### config.mk
export PLATFORM = sky130hd
export DESIGN_NAME = usb_spi_in_port
export DESIGN_NICKNAME = d
export VERILOG_FILES = /design/src/hw/sync_2ff.v /design/src/hw/byte_ram.v /design/src/hw/usb_spi_in_port.v
export VERILOG_INCLUDE_DIRS = /design/src /design/src/hw
export SDC_FILE = /design/constraint.sdc
export NUM_CORES = 2
export LEC_CHECK = 0
export ABC_AREA = 1
export BUFFER_PORTS_ARGS = -buffer_cell sky130_fd_sc_hd__buf_2
export CORE_ASPECT_RATIO = 0.9
export CORE_MARGIN = 4
export CORE_UTILIZATION = 25
export DETAILED_ROUTE_END_ITERATION = 16
export PLACE_DENSITY = 0.48
export SKIP_LAST_GASP = 1
export SLEW_MARGIN = 20
export SYNTH_ARGS = -nofsm -noshare
export SYNTH_HDL_FRONTEND = slang
export SYNTH_SLANG_ARGS = --single-unit
### constraint.sdc
create_clock -name clock -period 4.9 [get_ports clock]
set_clock_uncertainty 0.15 [all_clocks]
set_input_delay 0.98 -clock clock [delete_from_list [all_inputs] [get_ports clock]]
set_output_delay 0.98 -clock clock [all_outputs]
set_load 0.02 [all_outputs]
### src/hw/usb_spi_port_defs.vh
// Constant definitions shared by the SPI register port and its testbench.
`ifndef USB_SPI_PORT_DEFS_VH
`define USB_SPI_PORT_DEFS_VH

// Register addresses carried in the command byte.
`define REG_EP2_FIFO 5'h02
`define REG_EP3_FIFO 5'h03
`define REG_EP2_COUNT 5'h07
`define REG_EP3_COUNT 5'h08
`define REG_STALL 5'h09
`define REG_TOGGLE 5'h0A
`define REG_PIN_CTRL 5'h11
`define REG_FN_ADDR 5'h13
`define REG_GEN_IO 5'h14

// Command byte layout.
`define CMD_ADDR_MSB 7
`define CMD_ADDR_LSB 3
`define CMD_DIR_BIT 1
`define CMD_ACK_BIT 0

// Field positions inside registers.
`define TOG_EP2_DIS 6
`define TOG_EP3_DIS 7
`define PIN_EP2_NAK 6
`define PIN_EP3_NAK 7
`define PIN_FULL_DUPLEX 4
`define STALL_ACK_BIT 6
`define GPIO_IN_LSB 4
`define GPIO_IN_MSB 6
`define COUNT_MSB 6

// Reset values and bit-counter constants.
`define BYTE_ZERO 8'h00
`define COUNT_ZERO 7'h00
`define BIT_CNT_ZERO 3'h0
`define BIT_CNT_LAST 3'h7
`define BIT_CNT_STEP 3'h1

`endif

### src/hw/sync_2ff.v
// Two-flop synchroniser for a bundle of independent level inputs.
`timescale 1ns/1ps
module sync_2ff #(
    parameter WIDTH = 1,
    parameter [WIDTH-1:0] RESET_VALUE = {WIDTH{1'b0}}
) (
    input wire clock,
    input wire rst_b,
    input wire [WIDTH-1:0] async_in,
    output reg [WIDTH-1:0] sync_out
);
    reg [WIDTH-1:0] meta;

    // The first stage feeds only the second stage.
    always @(posedge clock or negedge rst_b) begin
        if (!rst_b) begin
            meta <= RESET_VALUE;
            sync_out <= RESET_VALUE;
        end else begin
            meta <= async_in;
            sync_out <= meta;
        end
    end
endmodule

### src/hw/byte_ram.v
// Byte-wide memory with one write port and one registered read port.
`timescale 1ns/1ps
module byte_ram #(
    parameter ADDR_W = 6
) (
    input wire clock,
    input wire wr_en,
    input wire [ADDR_W-1:0] wr_addr,
    input wire [7:0] wr_data,
    input wire [ADDR_W-1:0] rd_addr,
    output reg [7:0] rd_data
);
    reg [7:0] mem [0:(1<<ADDR_W)-1];

    // Contents have no reset; the owner clears them by a write sweep.
    always @(posedge clock) begin
        if (wr_en) begin
            mem[wr_addr] <= wr_data;
        end
        rd_data <= mem[rd_addr];
    end
endmodule

### src/hw/usb_spi_in_port.v
// SPI slave register port with IN endpoint 2 and 3 buffering and related register bits.
//
// Overview of operation
// Toggle/disable bit 6 blocks all endpoint 2 IN traffic; cleared by every reset.
// Toggle/disable bit 7 blocks all endpoint 3 IN traffic; cleared by every reset.
// Disabled endpoints ignore host traffic entirely; endpoint 0 cannot be disabled.
// Endpoint 2 NAK answer sets pin-control bit 6; writing 1 clears it.
// Endpoint 3 NAK answer sets pin-control bit 7; writing 1 clears it.
// NAK flags are polled only, no interrupt path, cleared by every reset.
// Writing the endpoint 2 byte count after filling arms that buffer.
// Writing the endpoint 3 byte count after filling arms endpoint 3.
// Endpoint 2 uses two 64-byte buffers filled byte by byte over SPI.
// Endpoint 3 uses one 64-byte buffer filled over SPI and sent on IN.
// Buffers clear on power-on and chip reset only; byte counts clear on all resets, send counts on power-on only.
// Pin-control bit 4 selects full duplex; only power-on resets it to half.
// Half duplex returns read data on the master-out pin; master-in floats.
// Full duplex shifts eight status bits out during the command byte.
// Command byte holds address, zero bit, direction and acknowledge-status value.
// Command bit 0 lands in the stall register acknowledge-status bit unless a chip or bus reset falls in the same cycle.
// Every byte moves most significant bit first.
// Each further eight clocks move one byte to the same register while selected.
// Input sampled on rising serial clock, output changed on falling edge.
// Chip select low starts a cycle; chip select high ends it.
// Clock modes (0,0) and (1,1) both work without a mode input.
// Function address loads from the USB engine, clears on chip/bus reset.
// General I/O bits 4 to 6 show live input pins; writes ignored.
// An armed endpoint sends data on the next IN; unarmed answers NAK.
// Unimplemented addresses read zero and ignore writes.
`timescale 1ns/1ps
`include "usb_spi_port_defs.vh"
module usb_spi_in_port #(
    parameter FIFO_AW = 6
) (
    input wire clock,
    input wire rst_b,
    input wire chip_reset,
    input wire bus_reset,
    input wire sclk,
    input wire cs_b,
    input wire mosi_in,
    output reg mosi_out,
    output reg mosi_oe_b,
    output reg miso_out,
    output reg miso_oe_b,
    input wire [2:0] gp_input,
    input wire [7:0] irq_status,
    input wire ep2_in_request,
    input wire ep2_in_done,
    output reg ep2_in_send,
    output reg ep2_in_nak,
    output reg ep2_in_send_buf,
    output reg [6:0] ep2_in_send_count,
    input wire ep3_in_request,
    input wire ep3_in_done,
    output reg ep3_in_send,
    output reg ep3_in_nak,
    output reg [6:0] ep3_in_send_count,
    input wire [FIFO_AW:0] ep2_rd_addr,
    output wire [7:0] ep2_rd_data,
    input wire [FIFO_AW-1:0] ep3_rd_addr,
    output wire [7:0] ep3_rd_data,
    input wire set_address_done,
    input wire [6:0] new_address,
    output reg [6:0] usb_function_address,
    output reg ctrl_ack_status,
    output reg ep2_in_disable,
    output reg ep3_in_disable
);
    reg rst_meta_b, rst_sync_b;

    always @(posedge clock or negedge rst_b) begin
        if (!rst_b) begin
            rst_meta_b <= 1'b0;
            rst_sync_b <= 1'b0;
        end else begin
            rst_meta_b <= 1'b1;
            rst_sync_b <= rst_meta_b;
        end
    end
    // Pins from the master and the general inputs pass two flops first.
    wire [5:0] pins_sync;
    sync_2ff #(.WIDTH(6), .RESET_VALUE(6'h3F)) u_pin_sync (
        .clock(clock),
        .rst_b(rst_sync_b),
        .async_in({gp_input, mosi_in, cs_b, sclk}),
        .sync_out(pins_sync)
    );
    wire sclk_s = pins_sync[0];
    wire cs_b_s = pins_sync[1];
    wire mosi_s = pins_sync[2];
    wire [2:0] gp_s = pins_sync[5:3];
    wire bus_clear = chip_reset | bus_reset;
    reg sclk_q, cs_b_q, in_cmd, dir_write, full_duplex_select, ep2_in_nak_flag, ep3_in_nak_flag;
    reg ep2_fill_buf, ep2_send_sel, ep3_armed, clr_busy;
    reg [2:0] bit_cnt;
    reg [4:0] reg_addr;
    reg [7:0] tx_byte;
    reg [6:0] rx_shift, ep2_in_byte_count, ep3_in_byte_count, ep2_count_a, ep2_count_b;
    reg [1:0] ep2_armed;
    reg [FIFO_AW-1:0] ep2_wr_ptr, ep3_wr_ptr;
    reg [FIFO_AW:0] clr_addr;
    // A rising clock is an input strobe, a falling one an output strobe. With the
    // sampling done only on rising edges the idle clock level does not matter.
    wire sclk_rise = sclk_s & ~sclk_q;
    wire sclk_fall = ~sclk_s & sclk_q;
    wire cs_start = ~cs_b_s & cs_b_q;
    wire [7:0] rx_full = {rx_shift, mosi_s};
    wire byte_done = sclk_rise & ~cs_b_s & (bit_cnt == `BIT_CNT_LAST);
    wire cmd_done = byte_done & in_cmd;
    wire reg_write = byte_done & ~in_cmd & dir_write;
    wire reg_read_next = byte_done & (in_cmd ? ~rx_full[`CMD_DIR_BIT] : ~dir_write);
    wire [4:0] next_addr = in_cmd ? rx_full[`CMD_ADDR_MSB:`CMD_ADDR_LSB] : reg_addr;
    wire read_phase = ~in_cmd & ~dir_write;
    wire tx_bit = tx_byte[~bit_cnt];
    wire wr_ep2_fifo = reg_write & (reg_addr == `REG_EP2_FIFO);
    wire wr_ep3_fifo = reg_write & (reg_addr == `REG_EP3_FIFO);
    wire wr_ep2_count = reg_write & (reg_addr == `REG_EP2_COUNT);
    wire wr_ep3_count = reg_write & (reg_addr == `REG_EP3_COUNT);
    wire wr_pin_ctrl = reg_write & (reg_addr == `REG_PIN_CTRL);
    wire wr_toggle = reg_write & (reg_addr == `REG_TOGGLE);
    wire wr_stall = reg_write & (reg_addr == `REG_STALL);
    // Read data for a register; the buffer ports are write-only from this side.
    function [7:0] read_value;
        input [4:0] addr;
        begin
            read_value = `BYTE_ZERO;
            case (addr)
                `REG_EP2_COUNT: read_value[`COUNT_MSB:0] = ep2_in_byte_count;
                `REG_EP3_COUNT: read_value[`COUNT_MSB:0] = ep3_in_byte_count;
                `REG_STALL: read_value[`STALL_ACK_BIT] = ctrl_ack_status;
                `REG_TOGGLE: begin
                    read_value[`TOG_EP2_DIS] = ep2_in_disable;
                    read_value[`TOG_EP3_DIS] = ep3_in_disable;
                end
                `REG_PIN_CTRL: begin
                    read_value[`PIN_EP2_NAK] = ep2_in_nak_flag;
                    read_value[`PIN_EP3_NAK] = ep3_in_nak_flag;
                    read_value[`PIN_FULL_DUPLEX] = full_duplex_select;
                end
                `REG_FN_ADDR: read_value[`COUNT_MSB:0] = usb_function_address;
                `REG_GEN_IO: read_value[`GPIO_IN_MSB:`GPIO_IN_LSB] = gp_s;
                default: read_value = `BYTE_ZERO;
            endcase
        end
    endfunction
    always @(posedge clock or negedge rst_sync_b) begin
        if (!rst_sync_b) begin
            sclk_q <= 1'b0;
            cs_b_q <= 1'b1;
            bit_cnt <= `BIT_CNT_ZERO;
            rx_shift <= `COUNT_ZERO;
            in_cmd <= 1'b1;
            reg_addr <= 5'h00;
            dir_write <= 1'b0;
            tx_byte <= `BYTE_ZERO;
        end else begin
            sclk_q <= sclk_s;
            cs_b_q <= cs_b_s;
            if (cs_b_s) begin
                bit_cnt <= `BIT_CNT_ZERO;
                in_cmd <= 1'b1;
                dir_write <= 1'b0;
            end else begin
                if (cs_start)
                    tx_byte <= irq_status;
                if (sclk_rise) begin
                    rx_shift <= rx_full[6:0];
                    bit_cnt <= bit_cnt + `BIT_CNT_STEP;
                end
                if (cmd_done) begin
                    reg_addr <= next_addr;
                    dir_write <= rx_full[`CMD_DIR_BIT];
                    in_cmd <= 1'b0;
                end
                if (reg_read_next)
                    tx_byte <= read_value(next_addr);
                else if (byte_done)
                    tx_byte <= `BYTE_ZERO;
            end
        end
    end
    // Pin drivers: outputs change only on the falling clock, at selection or at deselection.
    always @(posedge clock or negedge rst_sync_b) begin
        if (!rst_sync_b) begin
            mosi_out <= 1'b0;
            mosi_oe_b <= 1'b1;
            miso_out <= 1'b0;
            miso_oe_b <= 1'b1;
        end else if (cs_b_s) begin
            mosi_oe_b <= 1'b1;
            miso_oe_b <= 1'b1;
        end else if (cs_start) begin
            // The first status bit must be valid before the first rising edge.
            miso_out <= irq_status[7];
            miso_oe_b <= ~full_duplex_select;
            mosi_oe_b <= 1'b1;
        end else if (sclk_fall) begin
            miso_out <= tx_bit;
            mosi_out <= tx_bit;
            miso_oe_b <= ~full_duplex_select;
            mosi_oe_b <= ~(~full_duplex_select & read_phase);
        end
    end
    always @(posedge clock or negedge rst_sync_b) begin
        if (!rst_sync_b) begin
            full_duplex_select <= 1'b0;
            ctrl_ack_status <= 1'b0;
            ep2_in_disable <= 1'b0;
            ep3_in_disable <= 1'b0;
            usb_function_address <= `COUNT_ZERO;
        end else begin
            if (wr_pin_ctrl)
                full_duplex_select <= rx_full[`PIN_FULL_DUPLEX];
            if (bus_clear) begin
                ctrl_ack_status <= 1'b0;
                ep2_in_disable <= 1'b0;
                ep3_in_disable <= 1'b0;
                usb_function_address <= `COUNT_ZERO;
            end else begin
                if (cmd_done)
                    ctrl_ack_status <= rx_full[`CMD_ACK_BIT];
                else if (wr_stall)
                    ctrl_ack_status <= rx_full[`STALL_ACK_BIT];
                if (wr_toggle) begin
                    ep2_in_disable <= rx_full[`TOG_EP2_DIS];
                    ep3_in_disable <= rx_full[`TOG_EP3_DIS];
                end
                if (set_address_done)
                    usb_function_address <= new_address;
            end
        end
    end
    // Endpoint 2: the master fills one buffer while the engine may send the other.
    always @(posedge clock or negedge rst_sync_b) begin
        if (!rst_sync_b) begin
            ep2_in_byte_count <= `COUNT_ZERO;
            ep2_count_a <= `COUNT_ZERO;
            ep2_count_b <= `COUNT_ZERO;
            ep2_armed <= 2'h0;
            ep2_fill_buf <= 1'b0;
            ep2_send_sel <= 1'b0;
            ep2_wr_ptr <= {FIFO_AW{1'b0}};
            ep2_in_send <= 1'b0;
            ep2_in_nak <= 1'b0;
            ep2_in_send_buf <= 1'b0;
            ep2_in_send_count <= `COUNT_ZERO;
            ep2_in_nak_flag <= 1'b0;
        end else if (bus_clear) begin
            ep2_in_byte_count <= `COUNT_ZERO;
            ep2_count_a <= `COUNT_ZERO;
            ep2_count_b <= `COUNT_ZERO;
            ep2_armed <= 2'h0;
            ep2_fill_buf <= 1'b0;
            ep2_send_sel <= 1'b0;
            ep2_wr_ptr <= {FIFO_AW{1'b0}};
            ep2_in_send <= 1'b0;
            ep2_in_nak <= 1'b0;
            ep2_in_nak_flag <= 1'b0;
        end else begin
            ep2_in_send <= 1'b0;
            ep2_in_nak <= 1'b0;
            if (wr_ep2_fifo && !clr_busy)
                ep2_wr_ptr <= ep2_wr_ptr + {{(FIFO_AW-1){1'b0}}, 1'b1};
            // A disabled endpoint neither sends nor NAKs.
            if (ep2_in_request && !ep2_in_disable) begin
                if (ep2_armed[ep2_send_sel]) begin
                    ep2_in_send <= 1'b1;
                    ep2_in_send_buf <= ep2_send_sel;
                    ep2_in_send_count <= ep2_send_sel ? ep2_count_b : ep2_count_a;
                end else begin
                    ep2_in_nak <= 1'b1;
                end
            end
            if (ep2_in_done) begin
                ep2_armed[ep2_send_sel] <= 1'b0;
                ep2_send_sel <= ~ep2_send_sel;
            end
            if (wr_ep2_count) begin
                ep2_in_byte_count <= rx_full[`COUNT_MSB:0];
                if (ep2_fill_buf)
                    ep2_count_b <= rx_full[`COUNT_MSB:0];
                else
                    ep2_count_a <= rx_full[`COUNT_MSB:0];
                ep2_armed[ep2_fill_buf] <= 1'b1;
                ep2_fill_buf <= ~ep2_fill_buf;
                ep2_wr_ptr <= {FIFO_AW{1'b0}};
            end
            // A new NAK wins over a clear written in the same cycle.
            if (ep2_in_request && !ep2_in_disable && !ep2_armed[ep2_send_sel])
                ep2_in_nak_flag <= 1'b1;
            else if (wr_pin_ctrl && rx_full[`PIN_EP2_NAK])
                ep2_in_nak_flag <= 1'b0;
        end
    end
    always @(posedge clock or negedge rst_sync_b) begin
        if (!rst_sync_b) begin
            ep3_in_byte_count <= `COUNT_ZERO;
            ep3_armed <= 1'b0;
            ep3_wr_ptr <= {FIFO_AW{1'b0}};
            ep3_in_send <= 1'b0;
            ep3_in_nak <= 1'b0;
            ep3_in_send_count <= `COUNT_ZERO;
            ep3_in_nak_flag <= 1'b0;
        end else if (bus_clear) begin
            ep3_in_byte_count <= `COUNT_ZERO;
            ep3_armed <= 1'b0;
            ep3_wr_ptr <= {FIFO_AW{1'b0}};
            ep3_in_send <= 1'b0;
            ep3_in_nak <= 1'b0;
            ep3_in_nak_flag <= 1'b0;
        end else begin
            ep3_in_send <= 1'b0;
            ep3_in_nak <= 1'b0;
            if (wr_ep3_fifo && !clr_busy)
                ep3_wr_ptr <= ep3_wr_ptr + {{(FIFO_AW-1){1'b0}}, 1'b1};
            if (ep3_in_request && !ep3_in_disable) begin
                if (ep3_armed) begin
                    ep3_in_send <= 1'b1;
                    ep3_in_send_count <= ep3_in_byte_count;
                end else begin
                    ep3_in_nak <= 1'b1;
                end
            end
            if (ep3_in_done)
                ep3_armed <= 1'b0;
            if (wr_ep3_count) begin
                ep3_in_byte_count <= rx_full[`COUNT_MSB:0];
                ep3_armed <= 1'b1;
                ep3_wr_ptr <= {FIFO_AW{1'b0}};
            end
            if (ep3_in_request && !ep3_in_disable && !ep3_armed)
                ep3_in_nak_flag <= 1'b1;
            else if (wr_pin_ctrl && rx_full[`PIN_EP3_NAK])
                ep3_in_nak_flag <= 1'b0;
        end
    end
    // Buffer clearing sweeps one address per cycle, so the buffers are not
    // cleared instantly; buffer writes from the master during the sweep are lost.
    always @(posedge clock or negedge rst_sync_b) begin
        if (!rst_sync_b) begin
            clr_busy <= 1'b1;
            clr_addr <= {(FIFO_AW+1){1'b0}};
        end else if (chip_reset) begin
            clr_busy <= 1'b1;
            clr_addr <= {(FIFO_AW+1){1'b0}};
        end else if (clr_busy) begin
            clr_addr <= clr_addr + {{FIFO_AW{1'b0}}, 1'b1};
            if (&clr_addr)
                clr_busy <= 1'b0;
        end
    end
    byte_ram #(.ADDR_W(FIFO_AW + 1)) u_ep2_ram (
        .clock(clock),
        .wr_en(clr_busy | wr_ep2_fifo),
        .wr_addr(clr_busy ? clr_addr : {ep2_fill_buf, ep2_wr_ptr}),
        .wr_data(clr_busy ? `BYTE_ZERO : rx_full),
        .rd_addr(ep2_rd_addr),
        .rd_data(ep2_rd_data)
    );
    byte_ram #(.ADDR_W(FIFO_AW)) u_ep3_ram (
        .clock(clock),
        .wr_en(clr_busy | wr_ep3_fifo),
        .wr_addr(clr_busy ? clr_addr[FIFO_AW-1:0] : ep3_wr_ptr),
        .wr_data(clr_busy ? `BYTE_ZERO : rx_full),
        .rd_addr(ep3_rd_addr),
        .rd_data(ep3_rd_data)
    );
endmodule

==> results.py <==
metrics = {
    "power_and_ir_drop": {
        "p_leak_nw": 29.1,
        "peakVddDrop_uv": 375,
        "power-per-cell-area_mw_per_mm2": 388,
    },
    "clocking": {
        "htree_levels": 4,
        "postCtsSetupBuffers": 0,
        "holdBufCountCts": 1,
        "clkTransAtPathRegs_ns": 0.06,
        "cts_tree": "built",
        "cts.sinks": 1682,
        "clk_path_buf_depth": 3,
        "clk_latency_ns": 0.82,
        "cts_resized": 0,
        "root_buffer": "clkbuf_16",
        "cts_buffers": 177,
    },
    "grt": {
        "grt_remaining_overflow": 0,
        "grt_pass1_vias": 44200,
        "grt_max_degree": 176,
        "grtUsageTotal_pct": 13.4,
        "grt_pass1_wl_um": 291000,
        "grt_antenna_before_repair": 10,
    },
    "synthesis": {
        "ys_warn_count": 0,
        "async_flop_share_pct": 7.73,
        "postSynthAreaPerCell_sq_um": 11.4,
        "ys_ff_latch": 1682,
        "synth_edf_count": 1536,
        "syn-num-nets": 6075,
        "synthCells": 6027,
        "synth_cell_types": 48,
        "synthFlopType": "edfxtp_1",
        "synth_area_sq_mm": 0.0689,
        "ys_seq_area_share_pct": 72.1,
    },
    "cells_and_area": {
        "layout_common_cells": "1692 x nand2_1, 1536 x edfxtp_1, 1026 x nand3_1",
        "syn_to_final_growth_pct": 14.9,
        "final_net_count": 6077,
        "final_area_sq_mm": 0.0792,
        "fin_cells": 9865,
        "drive_gt1_share_pct": 8.59,
        "final_common_cell": "nand2_1",
        "nFillCells": 28100,
    },
    "placed_design": {
        "place.gp.congestion": 0.815,
        "placed_cell_area_sq_mm": 0.0735,
        "dp_cells": 9529,
        "port_buffers": 91,
        "place_hpwl_um": 111000,
    },
    "timing": {
        "hold_ws_ns": 0.115,
        "setup_viol": 0,
        "drv_slew": 0,
        "fmax_mhz": 256,
        "rsz0062_at_grt": "no",
        "slew_headroom_pct": 25.8,
        "hold_viol_final": 0,
        "tightestPinTransition_ns": 1.11,
        "min_period_ns": 3.90,
        "timing.final.crit_share_pct": 79.6,
    },
    "route": {
        "wl_per_cell_um": 19.9,
        "vias": 45300,
        "drc": 0,
        "first_pass_iters": 6,
        "wirelength_um": 196000,
        "drt_iter0_drc": 4136,
        "antenna_left": 0,
        "vias_per_cell": 4.59,
    },
    "critical_path": {
        "end_kind": "register",
        "cp_common_cell": "nor2_1",
        "critPathTopFamily": "simple AND/OR/NAND/NOR gates",
        "crit_arrival_ns": 4.19,
        "cpPeakStageDelay_ns": 0.68,
        "cp_slowest_cell": "dfstp_2",
        "cp.required_ns": 5.19,
        "start_kind": "register",
        "crit_type": "register to register",
        "critPathMaxFanout": 19,
        "cp_cell_sequence": "inv_2 > a21oi_1 > inv_1 > nor2_1 > nand2_1 > nor2_1",
        "cp.buffers_inverters": 2,
    },
    "floorplanning": {
        "core_area_sq_mm": 0.274,
        "ioPinCount": 92,
        "die-area_sq_mm": 0.284,
        "die_w_um": 562,
        "die_h_um": 506,
        "fp-row-count": 182,
        "initial_core_util_pct": 25.2,
    },
    "min_path": {
        "hold_class": "input pin to register",
    },
    "status": {
        "outcome": "complete, no violations",
    },
    "run": {
        "cap_viol_max_count": 0,
    },
}
==> state kept, by name, indices dropped and copies added (netlist names), 7 cells and up <==
signal / flops
u_ep2_ram.mem: 1024
u_ep3_ram.mem: 512
tx_byte: 8
u_ep2_ram.rd_data: 8
u_ep3_ram.rd_data: 8
clr_addr: 7
ep2_count_a: 7
ep2_count_b: 7
ep2_in_byte_count: 7
ep2_in_send_count: 7
ep3_in_byte_count: 7
ep3_in_send_count: 7
rx_shift: 7
usb_function_address: 7
==> final timing paths <==
check / from / to / slack, ns / cells after the start
worst max-delay path: clr_busy / u_ep2_ram.mem[84][7] / 1.00 / 6
worst min-delay path: gp_input[2] / u_pin_sync.meta[5] / 0.11 / 1
worst max register to register: clr_busy / u_ep2_ram.mem[84][7] / 1.00 / 6
worst min register to register: rst_sync_b / ep2_in_send_buf / 0.19 / 0
max in group asynchronous: rst_sync_b / ep3_wr_ptr[2] / 3.34 / 1
min in group asynchronous: rst_sync_b / ep2_in_send_buf / 0.19 / 0
==> metrics by stage <==
| step | setup WS, ns | TNS (ns) | total power [mW] | utilization (%) |
|---|---|---|---|---|
| global route | 0.788 | 0 | 31.8 | 28.9 |
| detailed placement | 0.933 | 0 | 17.7 | 26.8 |
| floorplan | -1.54 | -2360.26 | 17.0 | - |
| global placement | 1.04 | 0 | 17.7 | 26.8 |
| finish | 1.00 | 0 | 30.7 | 28.9 |
| CTS | 0.931 | 0 | 31.1 | 28.9 |
==> where the power goes <==
group / internal [mW] / switching, mW
Sequential: 15.6 / 0.0743
Combinational: 0.452 / 1.29
Clock: 7.68 / 5.68
==> layer usage <==
metal	part of all wire (%)	vias up	track usage [%]	wire [um]
met1	47	22500	19.2	91900
met3	5.7	280	2.19	11200
li1	-	21100	-	-
met2	45	1366	20.7	88000
met5	0.012	-	0	23
met4	2.5	4	3.83	4870
==> synthesized netlist by cell type (3+ instances only) <==
library cell  number  share of area (%)
a31oi_1           10              0.091
buf_6              9               0.15
nand3_1         1026                7.4
o21ai_0          322                2.3
buf_2            142                1.0
buf_1             39               0.21
dfrtp_1          113                4.1
edfxtp_1        1536                 67
a21oi_4            3              0.071
nor3_1            11              0.080
nand2_1         1692                9.2
nor2_1           473                2.6
nand4_1            8              0.073
nand4_4            8               0.25
ha_1               5              0.091
nor3_2             3              0.044
inv_2             19               0.10
inv_1            186                1.0
clkbuf_1         159               0.87
buf_4              8              0.087
o21ai_2            8               0.10
nor2_2             5              0.045
xor2_1             6              0.076
a21oi_1           41               0.30
dfxtp_1           16               0.46
dfstp_2           17               0.65
o21ai_1            6              0.044
o22ai_1          129                1.2
==> kinds of logic (layout without fill, tap and decap cells) <==
group | after synthesis | after routing | share of synthesized area, %
xor gates and xnor gates | 6 | 6 | 0.0762
other | 1 | 5 | 0.00544
adders and majority gates | 5 | 5 | 0.0907
AOI/OAI and AO/OA | 531 | 531 | 4.25
DFF | 1682 | 1682 | 72.1
buffers and inverters | 563 | 717 | 3.47
and+or+nand+nor | 3239 | 3239 | 20.0
==> area by class of cell <==
type | count | area, sq um | area share [%]
antenna | 4 | 10.0 | 0.0126
timing repair buffer | 180 | 1460 | 1.84
sequential | 1682 | 49700 | 62.7
tap | 3680 | 4600 | 5.81
clock buffer | 228 | 4810 | 6.06
clock inverter | 103 | 953 | 1.20
multi-input combinational | 3782 | 16900 | 21.3
inverter | 206 | 798 | 1.01
Note: power is estimated with default switching activity, not from simulation.
